`src/rtl/rca_pkg.sv`:
```
package rca_pkg;

    // ------------------------------------------------------------
    // Algorithm selection codes
    // ------------------------------------------------------------
    typedef enum logic [2:0] {
        RCA_ALG_PKT   = 3'h1,
        RCA_ALG_WMST  = 3'h2,
        RCA_ALG_BMST  = 3'h3,
        RCA_ALG_TWO   = 3'h4,
        RCA_ALG_ALT   = 3'h5
    } rca_alg_t;

    localparam rca_alg_t RCA_ALG_RESET = RCA_ALG_PKT;
    localparam int unsigned RCA_LINE_COUNT = 4;

    // Line positions inside the four-wire bundle
    localparam int unsigned RCA_LINE_ONE   = 0;
    localparam int unsigned RCA_LINE_TWO   = 1;
    localparam int unsigned RCA_LINE_THREE = 2;
    localparam int unsigned RCA_LINE_FOUR  = 3;

    // Priority levels for the packet traffic arbitration status line
    localparam logic [1:0] RCA_PRIO_RESET = 2'h2;

endpackage : rca_pkg

```
`src/rtl/rca_coex_if.sv`:
```
`timescale 1ns/10ps
`default_nettype none

// ------------------------------------------------------------
// Four coexistence lines between baseband and WLAN
// ------------------------------------------------------------
interface rca_coex_if;
    logic coexLineOne;   // Grant / WLAN block / medium free (WLAN drives)
    logic coexLineTwo;   // Request / baseband block (baseband drives)
    logic coexLineThree; // Status (baseband drives)
    logic coexLineFour;  // Spare line (baseband drives)

    modport baseband (
        input  coexLineOne,
        output coexLineTwo,
        output coexLineThree,
        output coexLineFour
    );
    modport wlan (
        output coexLineOne,
        input  coexLineTwo,
        input  coexLineThree,
        input  coexLineFour
    );
endinterface : rca_coex_if

`default_nettype wire

```
`src/rtl/rca_baseband_end.sv`:
```
`timescale 1ns/10ps
`default_nettype none

module rca_baseband_end
    import rca_pkg::*;
(
    input  wire logic   clk,
    input  wire logic   sys_rst,
    rca_coex_if.baseband coex,
    input  wire logic   coexEnable,
    input  wire logic   algLoad,
    input  wire logic [2:0] algSel,
    input  wire logic   prioLoad,
    input  wire logic [1:0] prioLevel,
    input  wire logic   hostWlanMaster,
    input  wire logic   airNeed,
    input  wire logic [1:0] airPrio,
    output logic        airAllowed,
    output logic        linesOwned,
    output logic [2:0]  activeAlg
);

    // ------------------------------------------------------------
    // Host configuration
    // ------------------------------------------------------------
    rca_alg_t   alg_ff;
    logic [1:0] prioThr_ff;
    logic       algValid;

    // Only the five defined codes count as a selection
    always_comb begin
        unique case (algSel)
            RCA_ALG_PKT,
            RCA_ALG_WMST,
            RCA_ALG_BMST,
            RCA_ALG_TWO,
            RCA_ALG_ALT: begin
                algValid = 1'b1;
            end
            default: begin
                algValid = 1'b0;
            end
        endcase
    end

    // Illegal codes are ignored so the lines never enter an undefined use
    always_ff @(posedge clk) begin
        if (sys_rst) begin
            alg_ff <= RCA_ALG_RESET;
        end else if (algLoad && algValid) begin
            alg_ff <= rca_alg_t'(algSel);
        end
    end

    // Threshold at or above which our request is flagged high priority
    always_ff @(posedge clk) begin
        if (sys_rst) begin
            prioThr_ff <= RCA_PRIO_RESET;
        end else if (prioLoad) begin
            prioThr_ff <= prioLevel;
        end
    end

    // ------------------------------------------------------------
    // Line one synchroniser
    // ------------------------------------------------------------
    logic lineOneMeta_ff;
    logic lineOneSync_ff;
    logic lineOnePrev_ff;

    // Two stages because the WLAN chip is on its own clock
    // The third stage only feeds the slot edge detector
    always_ff @(posedge clk) begin
        if (sys_rst) begin
            lineOneMeta_ff <= 1'b0;
            lineOneSync_ff <= 1'b0;
            lineOnePrev_ff <= 1'b0;
        end else begin
            lineOneMeta_ff <= coex.coexLineOne;
            lineOneSync_ff <= lineOneMeta_ff;
            lineOnePrev_ff <= lineOneSync_ff;
        end
    end

    // ------------------------------------------------------------
    // Alternating access slot tracking
    // ------------------------------------------------------------
    logic slotOurs_ff;

    // Rising medium free opens our slot, falling closes it
    // Edge tracking adds one cycle to slot open and close
    always_ff @(posedge clk) begin
        if (sys_rst) begin
            slotOurs_ff <= 1'b0;
        end else if (lineOneSync_ff && !lineOnePrev_ff) begin
            slotOurs_ff <= 1'b1;
        end else if (!lineOneSync_ff && lineOnePrev_ff) begin
            slotOurs_ff <= 1'b0;
        end
    end

    // ------------------------------------------------------------
    // Line drive and air permission
    // ------------------------------------------------------------
    logic nxt_allowed;
    logic nxt_lineTwo;
    logic nxt_lineThree;
    logic nxt_lineFour;
    logic highPrio;

    // Equal to the threshold already counts as high priority
    assign highPrio = (airPrio >= prioThr_ff);

    // Unused lines are held low in every mode
    always_comb begin
        nxt_allowed   = 1'b0;
        nxt_lineTwo   = 1'b0;
        nxt_lineThree = 1'b0;
        nxt_lineFour  = 1'b0;
        if (coexEnable) begin
            unique case (alg_ff)
                RCA_ALG_PKT: begin
                    nxt_lineTwo   = airNeed;
                    nxt_lineThree = airNeed && highPrio;
                    nxt_lineFour  = 1'b0;
                    nxt_allowed   = airNeed && lineOneSync_ff;
                end
                RCA_ALG_WMST: begin
                    nxt_allowed = airNeed && !lineOneSync_ff;
                end
                RCA_ALG_BMST: begin
                    nxt_lineTwo = airNeed;
                    nxt_allowed = airNeed;
                end
                RCA_ALG_TWO: begin
                    // The host decides per case which side is master
                    if (hostWlanMaster) begin
                        nxt_allowed = airNeed && !lineOneSync_ff;
                    end else begin
                        nxt_lineTwo = airNeed;
                        nxt_allowed = airNeed;
                    end
                end
                RCA_ALG_ALT: begin
                    nxt_allowed = airNeed && slotOurs_ff;
                end
                default: begin
                    nxt_allowed = 1'b0;
                end
            endcase
        end else begin
            // Coexistence off means no arbitration: the radio is free
            nxt_allowed = airNeed;
        end
    end

    // Registered line drive so the pins never glitch
    always_ff @(posedge clk) begin
        if (sys_rst) begin
            coex.coexLineTwo   <= 1'b0;
            coex.coexLineThree <= 1'b0;
            coex.coexLineFour  <= 1'b0;
        end else begin
            coex.coexLineTwo   <= nxt_lineTwo;
            coex.coexLineThree <= nxt_lineThree;
            coex.coexLineFour  <= nxt_lineFour;
        end
    end

    // Permission to the local radio, one cycle behind the decision
    always_ff @(posedge clk) begin
        if (sys_rst) begin
            airAllowed <= 1'b0;
        end else begin
            airAllowed <= nxt_allowed;
        end
    end

    // ------------------------------------------------------------
    // Status outputs
    // ------------------------------------------------------------
    // A refused algorithm code leaves the read-back unchanged
    always_ff @(posedge clk) begin
        if (sys_rst) begin
            linesOwned <= 1'b0;
            activeAlg  <= RCA_ALG_RESET;
        end else begin
            linesOwned <= coexEnable;
            activeAlg  <= alg_ff;
        end
    end

endmodule // rca_baseband_end

`default_nettype wire

```
`src/flat_wrapper.sv`:
```
// flat-port wrapper written by rule: the top's interface ports become plain ports
module rca_baseband_end_flat import rca_pkg::*;
  (clk, sys_rst, coexEnable, algLoad, algSel, prioLoad, prioLevel, hostWlanMaster, airNeed, airPrio, airAllowed, linesOwned, activeAlg, coex_coexLineOne, coex_coexLineTwo, coex_coexLineThree, coex_coexLineFour);
  rca_coex_if coex_i ();
  input  wire logic clk;
  input  wire logic sys_rst;
  input  wire logic coexEnable;
  input  wire logic algLoad;
  input  wire logic [2:0] algSel;
  input  wire logic prioLoad;
  input  wire logic [1:0] prioLevel;
  input  wire logic hostWlanMaster;
  input  wire logic airNeed;
  input  wire logic [1:0] airPrio;
  output logic airAllowed;
  output logic linesOwned;
  output logic [2:0] activeAlg;
  input wire logic [$bits(coex_i.coexLineOne)-1:0] coex_coexLineOne;
  output wire logic [$bits(coex_i.coexLineTwo)-1:0] coex_coexLineTwo;
  output wire logic [$bits(coex_i.coexLineThree)-1:0] coex_coexLineThree;
  output wire logic [$bits(coex_i.coexLineFour)-1:0] coex_coexLineFour;
  assign coex_i.coexLineOne = coex_coexLineOne;
  assign coex_coexLineTwo = coex_i.coexLineTwo;
  assign coex_coexLineThree = coex_i.coexLineThree;
  assign coex_coexLineFour = coex_i.coexLineFour;
  rca_baseband_end u_core (.clk(clk), .sys_rst(sys_rst), .coex(coex_i), .coexEnable(coexEnable), .algLoad(algLoad), .algSel(algSel), .prioLoad(prioLoad), .prioLevel(prioLevel), .hostWlanMaster(hostWlanMaster), .airNeed(airNeed), .airPrio(airPrio), .airAllowed(airAllowed), .linesOwned(linesOwned), .activeAlg(activeAlg));
endmodule
```
`config.mk`:
```
export PLATFORM = sky130hd
export DESIGN_NAME = rca_baseband_end_flat
export DESIGN_NICKNAME = d
export VERILOG_FILES = /design/src/rtl/rca_pkg.sv /design/src/rtl/rca_coex_if.sv /design/src/rtl/rca_baseband_end.sv /design/src/flat_wrapper.sv
export SDC_FILE = /design/constraint.sdc
export NUM_CORES = 1
export LEC_CHECK = 0
export ABC_AREA = 1
export CAP_MARGIN = 20
export CORE_MARGIN = 1.5
export CORE_UTILIZATION = 35
export CTS_BUF_LIST = sky130_fd_sc_hd__clkbuf_16
export DETAILED_ROUTE_END_ITERATION = 7
export DONT_BUFFER_PORTS = 1
export PLACE_DENSITY = 0.47
export SLEW_MARGIN = 40
export SYNTH_ARGS = -nofsm -noshare
export SYNTH_HDL_FRONTEND = slang
export SYNTH_SLANG_ARGS = --single-unit
```
`constraint.sdc`:
```
create_clock -name clk -period 1.09 [get_ports clk]
set_input_delay 0.0545 -clock clk [delete_from_list [all_inputs] [get_ports clk]]
set_output_delay 0.0545 -clock clk [all_outputs]
set_load 0.01 [all_outputs]
```
# After elaboration in Yosys (flattened, before gate mapping)
# Index checks and enable logic that the tools add are counted.
dict set report op_classes {
  n_lt_le_gt_ge 1
  n_eq_ne 10
  mux 8
  n_bitwise 2
  n_reduce_logical 14
}
# operator n
set ops {}
lappend ops {{$eq 3x2->1 const B} 4}
lappend ops {{$eq 3x3->1 const B} 4}
lappend ops {{$logic_and 1x1->1} 7}
lappend ops {{$eq 3x1->1 const B} 2}
lappend ops {{$mux 1} 6}
lappend ops {{$pmux 1 s5} 1}
lappend ops {{$reduce_or 5->1} 1}
lappend ops {{$reduce_or 2->1} 2}
lappend ops {{$reduce_or 3->1} 1}
lappend ops {{$ge 2x2->1} 1}
lappend ops {{$logic_not 1->1} 2}
lappend ops {{$not 1->1} 2}
lappend ops {{$pmux 1 s2} 1}
lappend ops {{$reduce_bool 2->1} 1}
dict set report totals {
  regBits 16
  out_inout_bits 8
  wordCells 46
}

# Longest topological paths before layout
# Gate-level depths: netlist of the first run.
dict set report depth {
  depth_word 5
  depth_mapped 6
}

# Worst setup path after synthesis of the first run
# OpenSTA, ideal clock, no wires.
dict set report synth_path {
  path_type {reg-to-reg}
  startpoint {register u_core.prioThr_ff[0]}
  endpoint {register u_core.coex.coexLineThree}
  setup_ns 0.115
  t_arrival_ns 0.805
  slack_ns 0.170
  stages_incl_launch_ff 6
  n_path_buf 0
  synth_period_minus_slack_ns 0.920
  cell_sequence {dfxtp_1 > ha_1 > inv_1 > nand2_1 > a21oi_1 > nor3_2}
}
dict set report synth_between {
  elab_chain_cells 2
}
# item line_no
set synth_rtl {}
lappend synth_rtl {{from (decl)} rca_baseband_end.sv:27} ;# logic [1:0] prioThr_ff;
lappend synth_rtl {{from (signal assigned)} rca_baseband_end.sv:60} ;# prioThr_ff <= prioLevel;
lappend synth_rtl {{$ge 2x2->1} rca_baseband_end.sv:112} ;# assign highPrio = (airPrio >= prioThr_ff);
lappend synth_rtl {{$logic_and 1x1->1} rca_baseband_end.sv:124} ;# nxt_lineThree = airNeed && highPrio;
lappend synth_rtl {{to (signal assigned)} rca_baseband_end.sv:165} ;# coex.coexLineThree <= nxt_lineThree;
lappend synth_rtl {{to (decl)} rca_coex_if.sv:16} ;# output coexLineThree,
# Every way passes these cells.
# A chain may end at the register's enable or synchronous reset.

# Final worst setup path of the first run
dict set report layout_path {
  startpoint {register u_core.lineOneMeta_ff}
  endpoint {register u_core.lineOneSync_ff}
}
# item line_no
set layout_lines {}
lappend layout_lines {{from (decl)} rca_baseband_end.sv:67} ;# logic lineOneMeta_ff;
lappend layout_lines {{from (signal assigned)} rca_baseband_end.sv:79} ;# lineOneMeta_ff <= coex.coexLineOne;
lappend layout_lines {{to (signal assigned)} rca_baseband_end.sv:80} ;# lineOneSync_ff <= lineOneMeta_ff;
lappend layout_lines {{to (decl)} rca_baseband_end.sv:68} ;# logic lineOneSync_ff;
# No word-level cell between the ends.

==> impl_metrics.xml, run 1 <==
<?xml version="1.0" encoding="UTF-8"?>
<metrics>
  <group name="run_status">
    <metric name="run_status" unit="">finished, final reports clean</metric>
  </group>
  <group name="yosys">
    <metric name="yosys_warnings" unit="">0</metric>
    <metric name="ys_top_cells_by_area" unit="">dfxtp_1, inv_1, nand2_1</metric>
    <metric name="ys_top_cells_by_count" unit="">dfxtp_1, inv_1, nand2_1, nor2_1</metric>
    <metric name="ys.flop_type" unit="">dfxtp_1</metric>
    <metric name="post_synth_num_cell_types" unit="">17</metric>
    <metric name="syn_inst" unit="">84</metric>
    <metric name="synth-seq-cells" unit="">16</metric>
    <metric name="post-synth-top-area-fraction" unit="">0.484</metric>
    <metric name="seq_area_frac_synth" unit="">0.484</metric>
    <metric name="proportion_of_register_bits_with_asynchronous_set_or_reset_after_synthesis" unit="">0</metric>
    <metric name="synth_area_leader_cell" unit="">dfxtp_1</metric>
    <metric name="synth-edff-count" unit="">0</metric>
    <metric name="syn_area" unit="µm²">662</metric>
    <metric name="syn_avg_cell_area" unit="µm²">7.88</metric>
    <metric name="synth_nets" unit="">102</metric>
  </group>
  <group name="clock_network">
    <metric name="numCtsBuffers" unit="">3</metric>
    <metric name="worst_skew_pair.late_latency" unit="ns">0.24</metric>
    <metric name="clk_root_buffer_cell" unit="">clkbuf_16</metric>
    <metric name="ctsHtreeMaxLevel" unit="">1</metric>
    <metric name="clock_sink_count" unit="">16</metric>
    <metric name="clk_pin_slew" unit="ns">0.05</metric>
    <metric name="clock_path_buffers" unit="">2</metric>
    <metric name="cts_tree" unit="">yes</metric>
  </group>
  <group name="sta">
    <metric name="max_freq" unit="MHz">986</metric>
    <metric name="drv_slew" unit="">0</metric>
    <metric name="finalCriticalPeriod" unit="ns">1.01</metric>
    <metric name="setup_violations" unit="">0</metric>
    <metric name="timing.final.crit_share" unit="">0.931</metric>
    <metric name="final-hold-violation-count" unit="">0</metric>
    <metric name="setup_ws" unit="ns">0.0754</metric>
    <metric name="total_negative_slack_for_setup_checks" unit="ns">0</metric>
    <metric name="timing.clock.skew" unit="ns">0.00155</metric>
    <metric name="rsz0062_at_grt" unit="">no</metric>
  </group>
  <group name="setup_path">
    <metric name="cp_data_arrival_time" unit="ns">1.14</metric>
    <metric name="crit_path_top_delay_cell" unit="">dlygate4sd3_1</metric>
    <metric name="critical_path.reg2reg.endpoint" unit="">u_core.lineOneSync_ff$_SDFF_PP0_</metric>
    <metric name="slowest_stage_delay_on_critical_path" unit="ns">0.54</metric>
    <metric name="required_arrival_time_at_the_worst_endpoint" unit="ns">1.22</metric>
    <metric name="crit_path_end_kind" unit="">flip-flop</metric>
    <metric name="ff2ff_path_depth" unit="">3</metric>
    <metric name="critical_path.max_fanout" unit="">1</metric>
    <metric name="startpoint_type" unit="">flip-flop</metric>
    <metric name="worst-setup-path-type" unit="">reg -&gt; reg</metric>
    <metric name="timing.rr.start" unit="">u_core.lineOneMeta_ff$_SDFF_PP0_</metric>
    <metric name="regToRegSetupSlack" unit="ns">0.08</metric>
    <metric name="critical-path-top-delay-family" unit="">buffers and inverters</metric>
    <metric name="cp_num_buf_inv" unit="">2</metric>
    <metric name="critical_path.cell_chain" unit="">inv_1 &gt; nor2_1 &gt; dlygate4sd3_1</metric>
  </group>
  <group name="floorplan">
    <metric name="initial_utilization" unit="">0.379</metric>
    <metric name="die_ar" unit="mm²">0.00216</metric>
    <metric name="top_level_i_o_count" unit="">23</metric>
    <metric name="die_w" unit="µm">46.5</metric>
    <metric name="die_y" unit="µm">46.5</metric>
    <metric name="core_area" unit="mm²">0.00175</metric>
    <metric name="core.rowCount" unit="">15</metric>
  </group>
  <group name="run">
    <metric name="max-cap-violations" unit="">0</metric>
  </group>
  <group name="hold_path">
    <metric name="hold_start" unit="">prioLoad</metric>
    <metric name="worst_hold_depth" unit="">2</metric>
    <metric name="min-delay-path-class" unit="">in -&gt; reg</metric>
    <metric name="timing.hold.worst_endpoint" unit="">u_core.prioThr_ff[0]$_SDFFE_PP0P_</metric>
  </group>
  <group name="power">
    <metric name="power.density_cell_area" unit="mW/mm²">1690</metric>
    <metric name="vdd_ir_drop_max" unit="mV">0.746</metric>
    <metric name="leak" unit="nW">0.419</metric>
  </group>
  <group name="grt">
    <metric name="gr-usage-all-layers" unit="">0.130</metric>
    <metric name="gr-total-overflow" unit="">0</metric>
    <metric name="antenna_violations_before_repair" unit="">0</metric>
    <metric name="grt_pass1_vias" unit="">479</metric>
    <metric name="grt_start_max_net_pins" unit="">9</metric>
    <metric name="grt_first_pass_wirelength" unit="µm">1880</metric>
  </group>
  <group name="layout">
    <metric name="final_layout_size_suffix_gt1_frac" unit="">0.0833</metric>
    <metric name="diodes_inserted" unit="">0</metric>
    <metric name="finalNetCount" unit="">116</metric>
    <metric name="areaGrowthSynthToFinish" unit="%">30.2</metric>
  </group>
  <group name="detailed_routing">
    <metric name="ant_nets" unit="">0</metric>
    <metric name="detail_route.first_pass.iterations" unit="">2</metric>
    <metric name="routed-via-count" unit="">530</metric>
    <metric name="detail_route.wirelength" unit="µm">1190</metric>
    <metric name="detailedRoute.firstIterationViolations" unit="">5</metric>
    <metric name="drc_errors" unit="">0</metric>
    <metric name="route.detailed.vias_per_inst" unit="">4.38</metric>
    <metric name="wire_per_inst" unit="µm">9.82</metric>
  </group>
  <group name="placed_design">
    <metric name="port-buffer-count" unit="">0</metric>
    <metric name="gp_congestion" unit="">0.645</metric>
    <metric name="hpwl" unit="µm">818</metric>
    <metric name="dp_slack" unit="ns">0.128</metric>
  </group>
</metrics>
==> worst max path at each step <==
stage	from	endpoint	depth (start not counted)
floorplan	u_core.prioThr_ff[0]$_SDFFE_PP0P_	u_core.coex.coexLineThree$_SDFF_PP0_	5
global placement	u_core.prioThr_ff[0]$_SDFFE_PP0P_	u_core.coex.coexLineThree$_SDFF_PP0_	5
CTS	sys_rst	u_core.coex.coexLineTwo$_SDFF_PP0_	6
finish	u_core.lineOneMeta_ff$_SDFF_PP0_	u_core.lineOneSync_ff$_SDFF_PP0_	3
global route	u_core.lineOneMeta_ff$_SDFF_PP0_	u_core.lineOneSync_ff$_SDFF_PP0_	3
detailed placement	u_core.prioThr_ff[0]$_SDFFE_PP0P_	u_core.coex.coexLineThree$_SDFF_PP0_	5
==> timing repair <==
action	4_1_cts	5_1_grt
gates resized for setup	0	1
setup endpoints to repair	0	2
setup buffers	0	0
endpoints found under the hold margin	13	0
hold buffers	11	0
==> kinds of logic (layout without fill, tap and decap cells) <==
family,count (synthesis),count (layout),share of synthesized area
AOI/OAI and AO/OA,10,10,0.0756
other,1,1,0.00567
DFF,16,16,0.484
adders and majority gates,3,3,0.0567
buffers and inverters,19,31,0.132
and+or+nand+nor,35,35,0.246
==> registers in the layout, summed over array words and instances (netlist names) <==
signal                     cells
u_core.lineOnePrev_ff          1
u_core.lineOneMeta_ff          1
u_core.linesOwned              1
u_core.activeAlg               3
u_core.airAllowed              1
u_core.lineOneSync_ff          1
u_core.prioThr_ff              2
u_core.coex.coexLineTwo        1
u_core.slotOurs_ff             1
u_core.coex.coexLineThree      1
u_core.alg_ff                  3
==> final cells by class <==
cell class              count  area (µm²)
inverters                  17        68.8
well taps                  25        31.3
flip-flops and latches     16         320
fillers                   192         883
clock buffers               3        75.1
repair buffers             11         113
multi-input cells          49         254
==> metal layers <==
layer	track usage	vias up	wire length (µm)
met3	0.0353	4	66
met2	0.194	19	556
met4	0.103	0	26
met5	0	-	0
met1	0.155	228	539
li1	-	279	-
==> power by group <==
part	switching [mW]	internal, mW
Clock	0.211	0.480
Sequential	0.0206	0.619
Combinational	0.0688	0.0613
==> metrics by stage <==
stage / hold slack (ns) / utilization / std cells / power, mW / instance area [µm²]
finish: 0.0173 / 0.494 / 121 / 1.46 / 862
global route: 0.0406 / 0.494 / 121 / 1.53 / 862
CTS: 0.0240 / 0.492 / 121 / 1.48 / 860
detailed placement: 0.129 / 0.386 / 107 / 0.743 / 674
global placement: 0.127 / 0.386 / 107 / 0.742 / 674
floorplan: 0.144 / - / 84 / 0.736 / 662
==> cells in the final DEF, fill, tap and decap left out, drive strengths merged <==
master / Yosys / routed
a21oi: 6 / 6
clkbuf: 0 / 3
clkinv: 1 / 1
conb: 1 / 1
dfxtp: 16 / 16
dlygate4sd3: 0 / 10
dlymetal6s4s: 0 / 1
ha: 3 / 3
inv: 16 / 16
nand2: 18 / 18
nand3: 6 / 6
nor2: 10 / 10
nor3: 1 / 1
o21ai: 4 / 4
Note: power is estimated with default switching activity, not from simulation.
==> run 2, diff against run 1 <==
PLACE_DENSITY = 0.49   (was 0.47)
SLEW_MARGIN = default   (was 40)
clock period = 0.9 ns   (was 1.09 ns; I/O delays follow)
==> run 2 against run 1 <==
Against the previous run: the flow now finishes with violations (negative hold slack); routed wire length up 7.0%; via count rose by 0.57%; sequential cell count unchanged; total power is 25% higher; sequential power rose by 22%; combinational power rose by 44%; count of clock-buffer cells in the layout unchanged; global-route usage grew 1.3 points; largest cell class unchanged.
==> impl_metrics.xml, run 2 (synthesized netlist as in run 1, its figures left out) <==
<?xml version="1.0" encoding="UTF-8"?>
<metrics>
  <group name="floorplan">
    <metric name="die_y" unit="µm">46.5</metric>
    <metric name="die_ar" unit="mm²">0.00216</metric>
    <metric name="initial_utilization" unit="">0.379</metric>
    <metric name="top_level_i_o_count" unit="">23</metric>
    <metric name="core.rowCount" unit="">15</metric>
    <metric name="die_w" unit="µm">46.5</metric>
    <metric name="core_area" unit="mm²">0.00175</metric>
  </group>
  <group name="detailed_routing">
    <metric name="detail_route.first_pass.iterations" unit="">2</metric>
    <metric name="detail_route.wirelength" unit="µm">1270</metric>
    <metric name="route.detailed.vias_per_inst" unit="">4.30</metric>
    <metric name="routed-via-count" unit="">533</metric>
    <metric name="wire_per_inst" unit="µm">10.3</metric>
    <metric name="drc_errors" unit="">0</metric>
    <metric name="ant_nets" unit="">0</metric>
    <metric name="detailedRoute.firstIterationViolations" unit="">3</metric>
  </group>
  <group name="clock_network">
    <metric name="clock_path_buffers" unit="">2</metric>
    <metric name="worst_skew_pair.late_latency" unit="ns">0.24</metric>
    <metric name="cts_tree" unit="">yes</metric>
    <metric name="numCtsBuffers" unit="">3</metric>
    <metric name="clk_pin_slew" unit="ns">0.05</metric>
    <metric name="clk_root_buffer_cell" unit="">clkbuf_16</metric>
    <metric name="ctsHtreeMaxLevel" unit="">1</metric>
    <metric name="clock_sink_count" unit="">16</metric>
  </group>
  <group name="sta">
    <metric name="finalHoldWorstSlack" unit="ns">-0.00304</metric>
    <metric name="rsz0062_at_grt" unit="">yes</metric>
    <metric name="final-hold-violation-count" unit="">1</metric>
    <metric name="total_negative_slack_for_setup_checks" unit="ns">0</metric>
    <metric name="drv_slew" unit="">0</metric>
    <metric name="timing.clock.skew" unit="ns">0.00196</metric>
    <metric name="setup_ws" unit="ns">0.0141</metric>
    <metric name="finalCriticalPeriod" unit="ns">0.886</metric>
    <metric name="max_freq" unit="MHz">1130</metric>
    <metric name="timing.final.crit_share" unit="">0.984</metric>
    <metric name="setup_violations" unit="">0</metric>
  </group>
  <group name="grt">
    <metric name="gr-usage-all-layers" unit="">0.144</metric>
    <metric name="grt_pass1_vias" unit="">483</metric>
    <metric name="gr-total-overflow" unit="">0</metric>
    <metric name="grt_start_max_net_pins" unit="">10</metric>
    <metric name="antenna_violations_before_repair" unit="">0</metric>
    <metric name="grt_first_pass_wirelength" unit="µm">2030</metric>
  </group>
  <group name="placed_design">
    <metric name="placed_cells" unit="">108</metric>
    <metric name="hpwl" unit="µm">786</metric>
    <metric name="dp_slack" unit="ns">-0.0410</metric>
    <metric name="port-buffer-count" unit="">0</metric>
    <metric name="gp_congestion" unit="">0.690</metric>
  </group>
  <group name="power">
    <metric name="vdd_ir_drop_max" unit="mV">1.09</metric>
    <metric name="power.density_cell_area" unit="mW/mm²">1960</metric>
    <metric name="leak" unit="nW">0.421</metric>
  </group>
  <group name="layout">
    <metric name="areaGrowthSynthToFinish" unit="%">41.0</metric>
    <metric name="final.fill_count" unit="">167</metric>
    <metric name="final_cell_count_no_fill" unit="">124</metric>
    <metric name="final_common_cell" unit="">nand2_1</metric>
    <metric name="diodes_inserted" unit="">0</metric>
    <metric name="finalNetCount" unit="">118</metric>
    <metric name="final_layout_size_suffix_gt1_frac" unit="">0.212</metric>
    <metric name="most-common-layout-cells" unit="">nand2_1, inv_1, dlygate4sd3_1, dfxtp_1, nor2_1</metric>
    <metric name="final_core_utilization" unit="">0.535</metric>
    <metric name="biggestRegsByFlops" unit="">u_core.activeAlg (3), u_core.alg_ff (3), u_core.prioThr_ff (2)</metric>
  </group>
  <group name="setup_path">
    <metric name="critical_path.max_fanout" unit="">2</metric>
    <metric name="worst-setup-path-type" unit="">reg -&gt; reg</metric>
    <metric name="crit_path_end_kind" unit="">flip-flop</metric>
    <metric name="cp_data_arrival_time" unit="ns">1.03</metric>
    <metric name="startpoint_type" unit="">flip-flop</metric>
    <metric name="required_arrival_time_at_the_worst_endpoint" unit="ns">1.04</metric>
  </group>
  <group name="hold_path">
    <metric name="min-delay-path-class" unit="">in -&gt; reg</metric>
  </group>
  <group name="run_status">
    <metric name="run_status" unit="">finished, violations left</metric>
    <metric name="violated_checks" unit="">negative hold slack</metric>
  </group>
  <group name="run">
    <metric name="max-cap-violations" unit="">0</metric>
  </group>
</metrics>
run 2: changes by cell type in the layout (fill, tap and decap cells not counted), sizes merged:
cell / previous run / this run
clkinv: 1 / 2
dlymetal6s4s: 1 / 0
dlygate4sd3: 10 / 12
buf: 0 / 1
run 2: per-stage QoR:
stage | hold WS, ns | power [mW] | cell area [µm²]
2_1_floorplan | 0.134 | 0.895 | 666
3_3_place_gp | 0.117 | 0.907 | 686
3_5_place_dp | 0.119 | 0.907 | 686
4_1_cts | 0.00601 | 1.83 | 901
5_1_grt | 0.0173 | 1.90 | 933
6_report | -0.00304 | 1.83 | 933
run 2: worst paths after layout:
check | from | end | slack [ns] | cells past startpoint
min reg2reg | u_core.lineOneMeta_ff$_SDFF_PP0_ | u_core.lineOneSync_ff$_SDFF_PP0_ | 0.39 | 2
max | u_core.prioThr_ff[0]$_SDFFE_PP0P_ | u_core.coex.coexLineThree$_SDFF_PP0_ | 0.01 | 5
max reg2reg | u_core.prioThr_ff[0]$_SDFFE_PP0P_ | u_core.coex.coexLineThree$_SDFF_PP0_ | 0.01 | 5
min | sys_rst | u_core.slotOurs_ff$_SDFFE_PP0P_ | -0.003 | 3
run 2: timing repair:
item	CTS	global route
setup buffers	0	0
endpoints found under the setup margin	2	3
pin swaps	1	3
resized for setup	5	7
hold endpoints to repair	13	0
hold buffers	12	0
run 2: power breakdown:
part	internal, mW	total [mW]	switching (mW)
registers	0.751	0.779	0.0281
logic	0.0966	0.187	0.0903
clock network	0.589	0.859	0.270
total	1.44	1.83	0.389
run 2: area by class of cell:
cell class | count | area [µm²] | area share
Clock buffer | 3 | 75.1 | 0.0804
Clock inverter | 1 | 3.75 | 0.00402
Inverter | 17 | 68.8 | 0.0737
Multi-Input combinational cell | 49 | 302 | 0.323
Sequential cell | 16 | 325 | 0.349
Tap cell | 25 | 31.3 | 0.0335
Timing Repair Buffer | 13 | 128 | 0.137
run 2: routing by layer:
metal / GRT usage / routed length [µm] / share of wire
met1: 0.159 / 563 / 0.44
met2: 0.206 / 560 / 0.44
met3: 0.0902 / 126 / 0.099
met4: 0.0857 / 21 / 0.017
met5: 0 / 0 / 0
run 2: worst max-delay path: stages, from the launching register on:
cell     delay, ns
dfxtp_2       0.34
ha_4          0.19
inv_2         0.04
nand2_2       0.04
a21oi_2       0.12
nor3_2        0.04
==> run 3, diff against run 2 <==
ABC_AREA = default   (was 1)
SLEW_MARGIN = 20   (was default)
==> run 3 against run 2 <==
Against the previous run: the flow finishes with violations (negative hold slack, negative setup slack); global-route usage shrank 0.057 points; non-clock buffer count grew 7; area after synthesis unchanged; worst setup slack worse by 0.078 ns; sequential share of layout area is 2.9 points lower; largest cell class is now multi-input gates; highest routed layer unchanged.
==> impl_metrics.xml, run 3 <==
<?xml version="1.0" encoding="UTF-8"?>
<metrics>
  <group name="run_status">
    <metric name="run_status" unit="">finished, violations left</metric>
    <metric name="violated_checks" unit="">negative hold slack, negative setup slack</metric>
  </group>
  <group name="layout">
    <metric name="final_cell_count_no_fill" unit="">119</metric>
    <metric name="diodes_inserted" unit="">0</metric>
    <metric name="final_common_cell" unit="">dlygate4sd3_1</metric>
    <metric name="biggestRegsByFlops" unit="">u_core.activeAlg (3), u_core.alg_ff (3), u_core.prioThr_ff (2)</metric>
    <metric name="most-common-layout-cells" unit="">dlygate4sd3_1, dfxtp_1, nor2b_1, nand2_1, buf_4</metric>
    <metric name="final_core_utilization" unit="">0.595</metric>
    <metric name="final.fill_count" unit="">145</metric>
    <metric name="layout.area.seq" unit="µm²">332</metric>
    <metric name="area_of_combinational_cells_with_multiple_inputs" unit="µm²">395</metric>
    <metric name="stdcell_area" unit="mm²">0.00104</metric>
    <metric name="final_layout_size_suffix_gt1_frac" unit="">0.309</metric>
    <metric name="areaGrowthSynthToFinish" unit="%">56.9</metric>
    <metric name="finalNetCount" unit="">113</metric>
  </group>
  <group name="sta">
    <metric name="drv_slew" unit="">0</metric>
    <metric name="finalCriticalPeriod" unit="ns">0.964</metric>
    <metric name="total_negative_slack_for_setup_checks" unit="ns">-0.194</metric>
    <metric name="timing.final.crit_share" unit="">1.07</metric>
    <metric name="finalHoldWorstSlack" unit="ns">-0.000256</metric>
    <metric name="timing.clock.skew" unit="ns">0.00199</metric>
    <metric name="max_freq" unit="MHz">1040</metric>
    <metric name="rsz0062_at_grt" unit="">yes</metric>
    <metric name="final-hold-violation-count" unit="">1</metric>
    <metric name="setup_violations" unit="">4</metric>
    <metric name="setup_ws" unit="ns">-0.0641</metric>
  </group>
  <group name="hold_path">
    <metric name="timing.hold.worst_endpoint" unit="">u_core.alg_ff[1]$_SDFFE_PP0P_</metric>
    <metric name="hold_start" unit="">algSel[2]</metric>
    <metric name="min-delay-path-class" unit="">in -&gt; reg</metric>
    <metric name="worst_hold_depth" unit="">3</metric>
  </group>
  <group name="detailed_routing">
    <metric name="wire_per_inst" unit="µm">11.5</metric>
    <metric name="detail_route.wirelength" unit="µm">1370</metric>
    <metric name="detailedRoute.firstIterationViolations" unit="">3</metric>
    <metric name="detail_route.first_pass.iterations" unit="">3</metric>
    <metric name="drc_errors" unit="">0</metric>
    <metric name="routed-via-count" unit="">554</metric>
    <metric name="route.detailed.vias_per_inst" unit="">4.66</metric>
    <metric name="ant_nets" unit="">0</metric>
  </group>
  <group name="power">
    <metric name="internal_power_of_the_cells" unit="mW">1.47</metric>
    <metric name="clkPwrFrac" unit="">0.464</metric>
    <metric name="power.combinational.fraction" unit="">0.116</metric>
    <metric name="power.density_cell_area" unit="mW/mm²">1780</metric>
    <metric name="finalPower" unit="mW">1.85</metric>
    <metric name="switching_share" unit="">0.205</metric>
    <metric name="vdd_ir_drop_max" unit="mV">0.987</metric>
    <metric name="leak" unit="nW">0.432</metric>
    <metric name="part_of_the_power_in_registers" unit="">0.420</metric>
    <metric name="power_switching" unit="µW">379</metric>
  </group>
  <group name="setup_path">
    <metric name="startpoint_type" unit="">flip-flop</metric>
    <metric name="timing.rr.start" unit="">u_core.lineOneSync_ff$_SDFF_PP0_</metric>
    <metric name="regToRegSetupSlack" unit="ns">-0.06</metric>
    <metric name="cp_data_arrival_time" unit="ns">1.09</metric>
    <metric name="worst-setup-path-type" unit="">reg -&gt; reg</metric>
    <metric name="critical_path.max_fanout" unit="">5</metric>
    <metric name="ff2ff_path_depth" unit="">3</metric>
    <metric name="critical_path.reg2reg.endpoint" unit="">u_core.slotOurs_ff$_SDFFE_PP0P_</metric>
    <metric name="crit_path_end_kind" unit="">flip-flop</metric>
    <metric name="required_arrival_time_at_the_worst_endpoint" unit="ns">1.03</metric>
  </group>
  <group name="floorplan">
    <metric name="die_w" unit="µm">46.5</metric>
    <metric name="die_ar" unit="mm²">0.00216</metric>
    <metric name="die_y" unit="µm">46.5</metric>
    <metric name="core_area" unit="mm²">0.00175</metric>
    <metric name="initial_utilization" unit="">0.379</metric>
    <metric name="core.rowCount" unit="">15</metric>
    <metric name="top_level_i_o_count" unit="">23</metric>
  </group>
  <group name="clock_network">
    <metric name="clk_root_buffer_cell" unit="">clkbuf_16</metric>
    <metric name="worst_skew_pair.late_latency" unit="ns">0.24</metric>
    <metric name="clk_pin_slew" unit="ns">0.05</metric>
    <metric name="numCtsBuffers" unit="">3</metric>
    <metric name="cts_tree" unit="">yes</metric>
    <metric name="clock_path_buffers" unit="">2</metric>
    <metric name="clock_sink_count" unit="">16</metric>
    <metric name="ctsHtreeMaxLevel" unit="">1</metric>
  </group>
  <group name="yosys">
    <metric name="ys_top_cells_by_area" unit="">dfxtp_1, nor2b_1, ha_1</metric>
    <metric name="post-synth-top-count-cell" unit="">dfxtp_1</metric>
    <metric name="proportion_of_register_bits_with_asynchronous_set_or_reset_after_synthesis" unit="">0</metric>
    <metric name="ys.flop_type" unit="">dfxtp_1</metric>
    <metric name="synth-edff-count" unit="">0</metric>
    <metric name="seq_area_frac_synth" unit="">0.484</metric>
    <metric name="ys_top_cells_by_count" unit="">dfxtp_1, nand2_1, nor2b_1, a21oi_1</metric>
    <metric name="syn_avg_cell_area" unit="µm²">9.19</metric>
    <metric name="post-synth-top-area-fraction" unit="">0.484</metric>
    <metric name="yosys_warnings" unit="">0</metric>
    <metric name="post_synth_num_cell_types" unit="">23</metric>
    <metric name="synth_nets" unit="">90</metric>
    <metric name="syn_inst" unit="">72</metric>
    <metric name="synth_area_leader_cell" unit="">dfxtp_1</metric>
    <metric name="syn_area" unit="µm²">662</metric>
    <metric name="synth-seq-cells" unit="">16</metric>
  </group>
  <group name="grt">
    <metric name="grt_pass1_vias" unit="">506</metric>
    <metric name="antenna_violations_before_repair" unit="">0</metric>
    <metric name="grt_start_max_net_pins" unit="">13</metric>
    <metric name="gr-usage-all-layers" unit="">0.143</metric>
    <metric name="gr-total-overflow" unit="">0</metric>
    <metric name="grt_first_pass_wirelength" unit="µm">2080</metric>
  </group>
  <group name="placed_design">
    <metric name="hpwl" unit="µm">862</metric>
    <metric name="port-buffer-count" unit="">0</metric>
    <metric name="placed_area" unit="µm²">752</metric>
    <metric name="gp_congestion" unit="">0.743</metric>
    <metric name="dp_slack" unit="ns">-0.101</metric>
    <metric name="placed_cells" unit="">101</metric>
  </group>
  <group name="run">
    <metric name="max-cap-violations" unit="">0</metric>
  </group>
</metrics>
==> run 3: changes by cell type in the layout (fill, tap and decap cells not counted), sizes merged, moves of 4 or more <==
| cell | change |
|---|---|
| buf | +6 |
| inv | -12 |
| nand2 | -9 |
| nand2b | +4 |
| nand3 | -6 |
| nor2 | -6 |
| nor2b | +9 |
==> run 3: worst max path at each step <==
stage	from	endpoint	slack, ns	cells past startpoint
6_report	u_core.lineOneSync_ff$_SDFF_PP0_	u_core.slotOurs_ff$_SDFFE_PP0P_	-0.06	3
5_1_grt	u_core.alg_ff[1]$_SDFFE_PP0P_	u_core.coex.coexLineTwo$_SDFF_PP0_	-0.11	3
4_1_cts	u_core.alg_ff[1]$_SDFFE_PP0P_	u_core.coex.coexLineTwo$_SDFF_PP0_	-0.07	3
3_5_place_dp	u_core.prioThr_ff[0]$_SDFFE_PP0P_	u_core.coex.coexLineThree$_SDFF_PP0_	-0.10	4
3_3_place_gp	u_core.prioThr_ff[0]$_SDFFE_PP0P_	u_core.coex.coexLineThree$_SDFF_PP0_	-0.07	4
2_1_floorplan	u_core.prioThr_ff[0]$_SDFFE_PP0P_	u_core.coex.coexLineThree$_SDFF_PP0_	-0.04	4
==> run 3: layout make-up <==
cell class | instances | share of cell area
clock buffer | 3 | 0.0723
clock inverter | 1 | 0.00361
inverter | 4 | 0.0145
multi-input combinational | 50 | 0.381
sequential | 16 | 0.319
tap | 25 | 0.0301
timing repair buffer | 20 | 0.180
==> run 3: metal layers <==
metal | part of all wire | track usage | vias up | wire, µm
met5 | 0 | 0 | - | 0
met4 | 0.028 | 0.0743 | 0 | 39
met3 | 0.054 | 0.0667 | 5 | 74
met2 | 0.52 | 0.247 | 16 | 718
met1 | 0.39 | 0.141 | 253 | 537
li1 | - | - | 280 | -
==> run 3: timing repair <==
action,CTS,global route
resized for setup,8,5
hold buffers,9,4
hold endpoints to repair,16,9
buffers inserted,0,1
pin swaps,2,1
endpoints found under the setup margin,5,5
==> run 3: kinds of logic after synthesis <==
group | count (synthesis) | share of synthesized area
and+or+nand+nor | 30 | 0.236
AOI/OAI and AO/OA | 13 | 0.134
muxes | 2 | 0.0302
xor gates and xnor gates | 1 | 0.0132
adders and majority gates | 3 | 0.0567
other | 1 | 0.00567
DFF | 16 | 0.484
buffers and inverters | 6 | 0.0397
==> run 3: critical path, cell delays in order, from the launching register on <==
cell and delay (ns):
dfxtp_4 0.36, ha_4 0.26, mux2i_1 0.18, nor2_1 0.05
==> run 3: power groups by stage <==
stage | clock network [mW] | logic (mW) | registers (mW)
final | 0.856 | 0.214 | 0.776
after global routing | 0.911 | 0.237 | 0.780
after CTS | 0.881 | 0.176 | 0.775
after detailed placement | 0 | 0.127 | 0.790
after global placement | 0 | 0.124 | 0.790
after floorplan | 0 | 0.0941 | 0.788
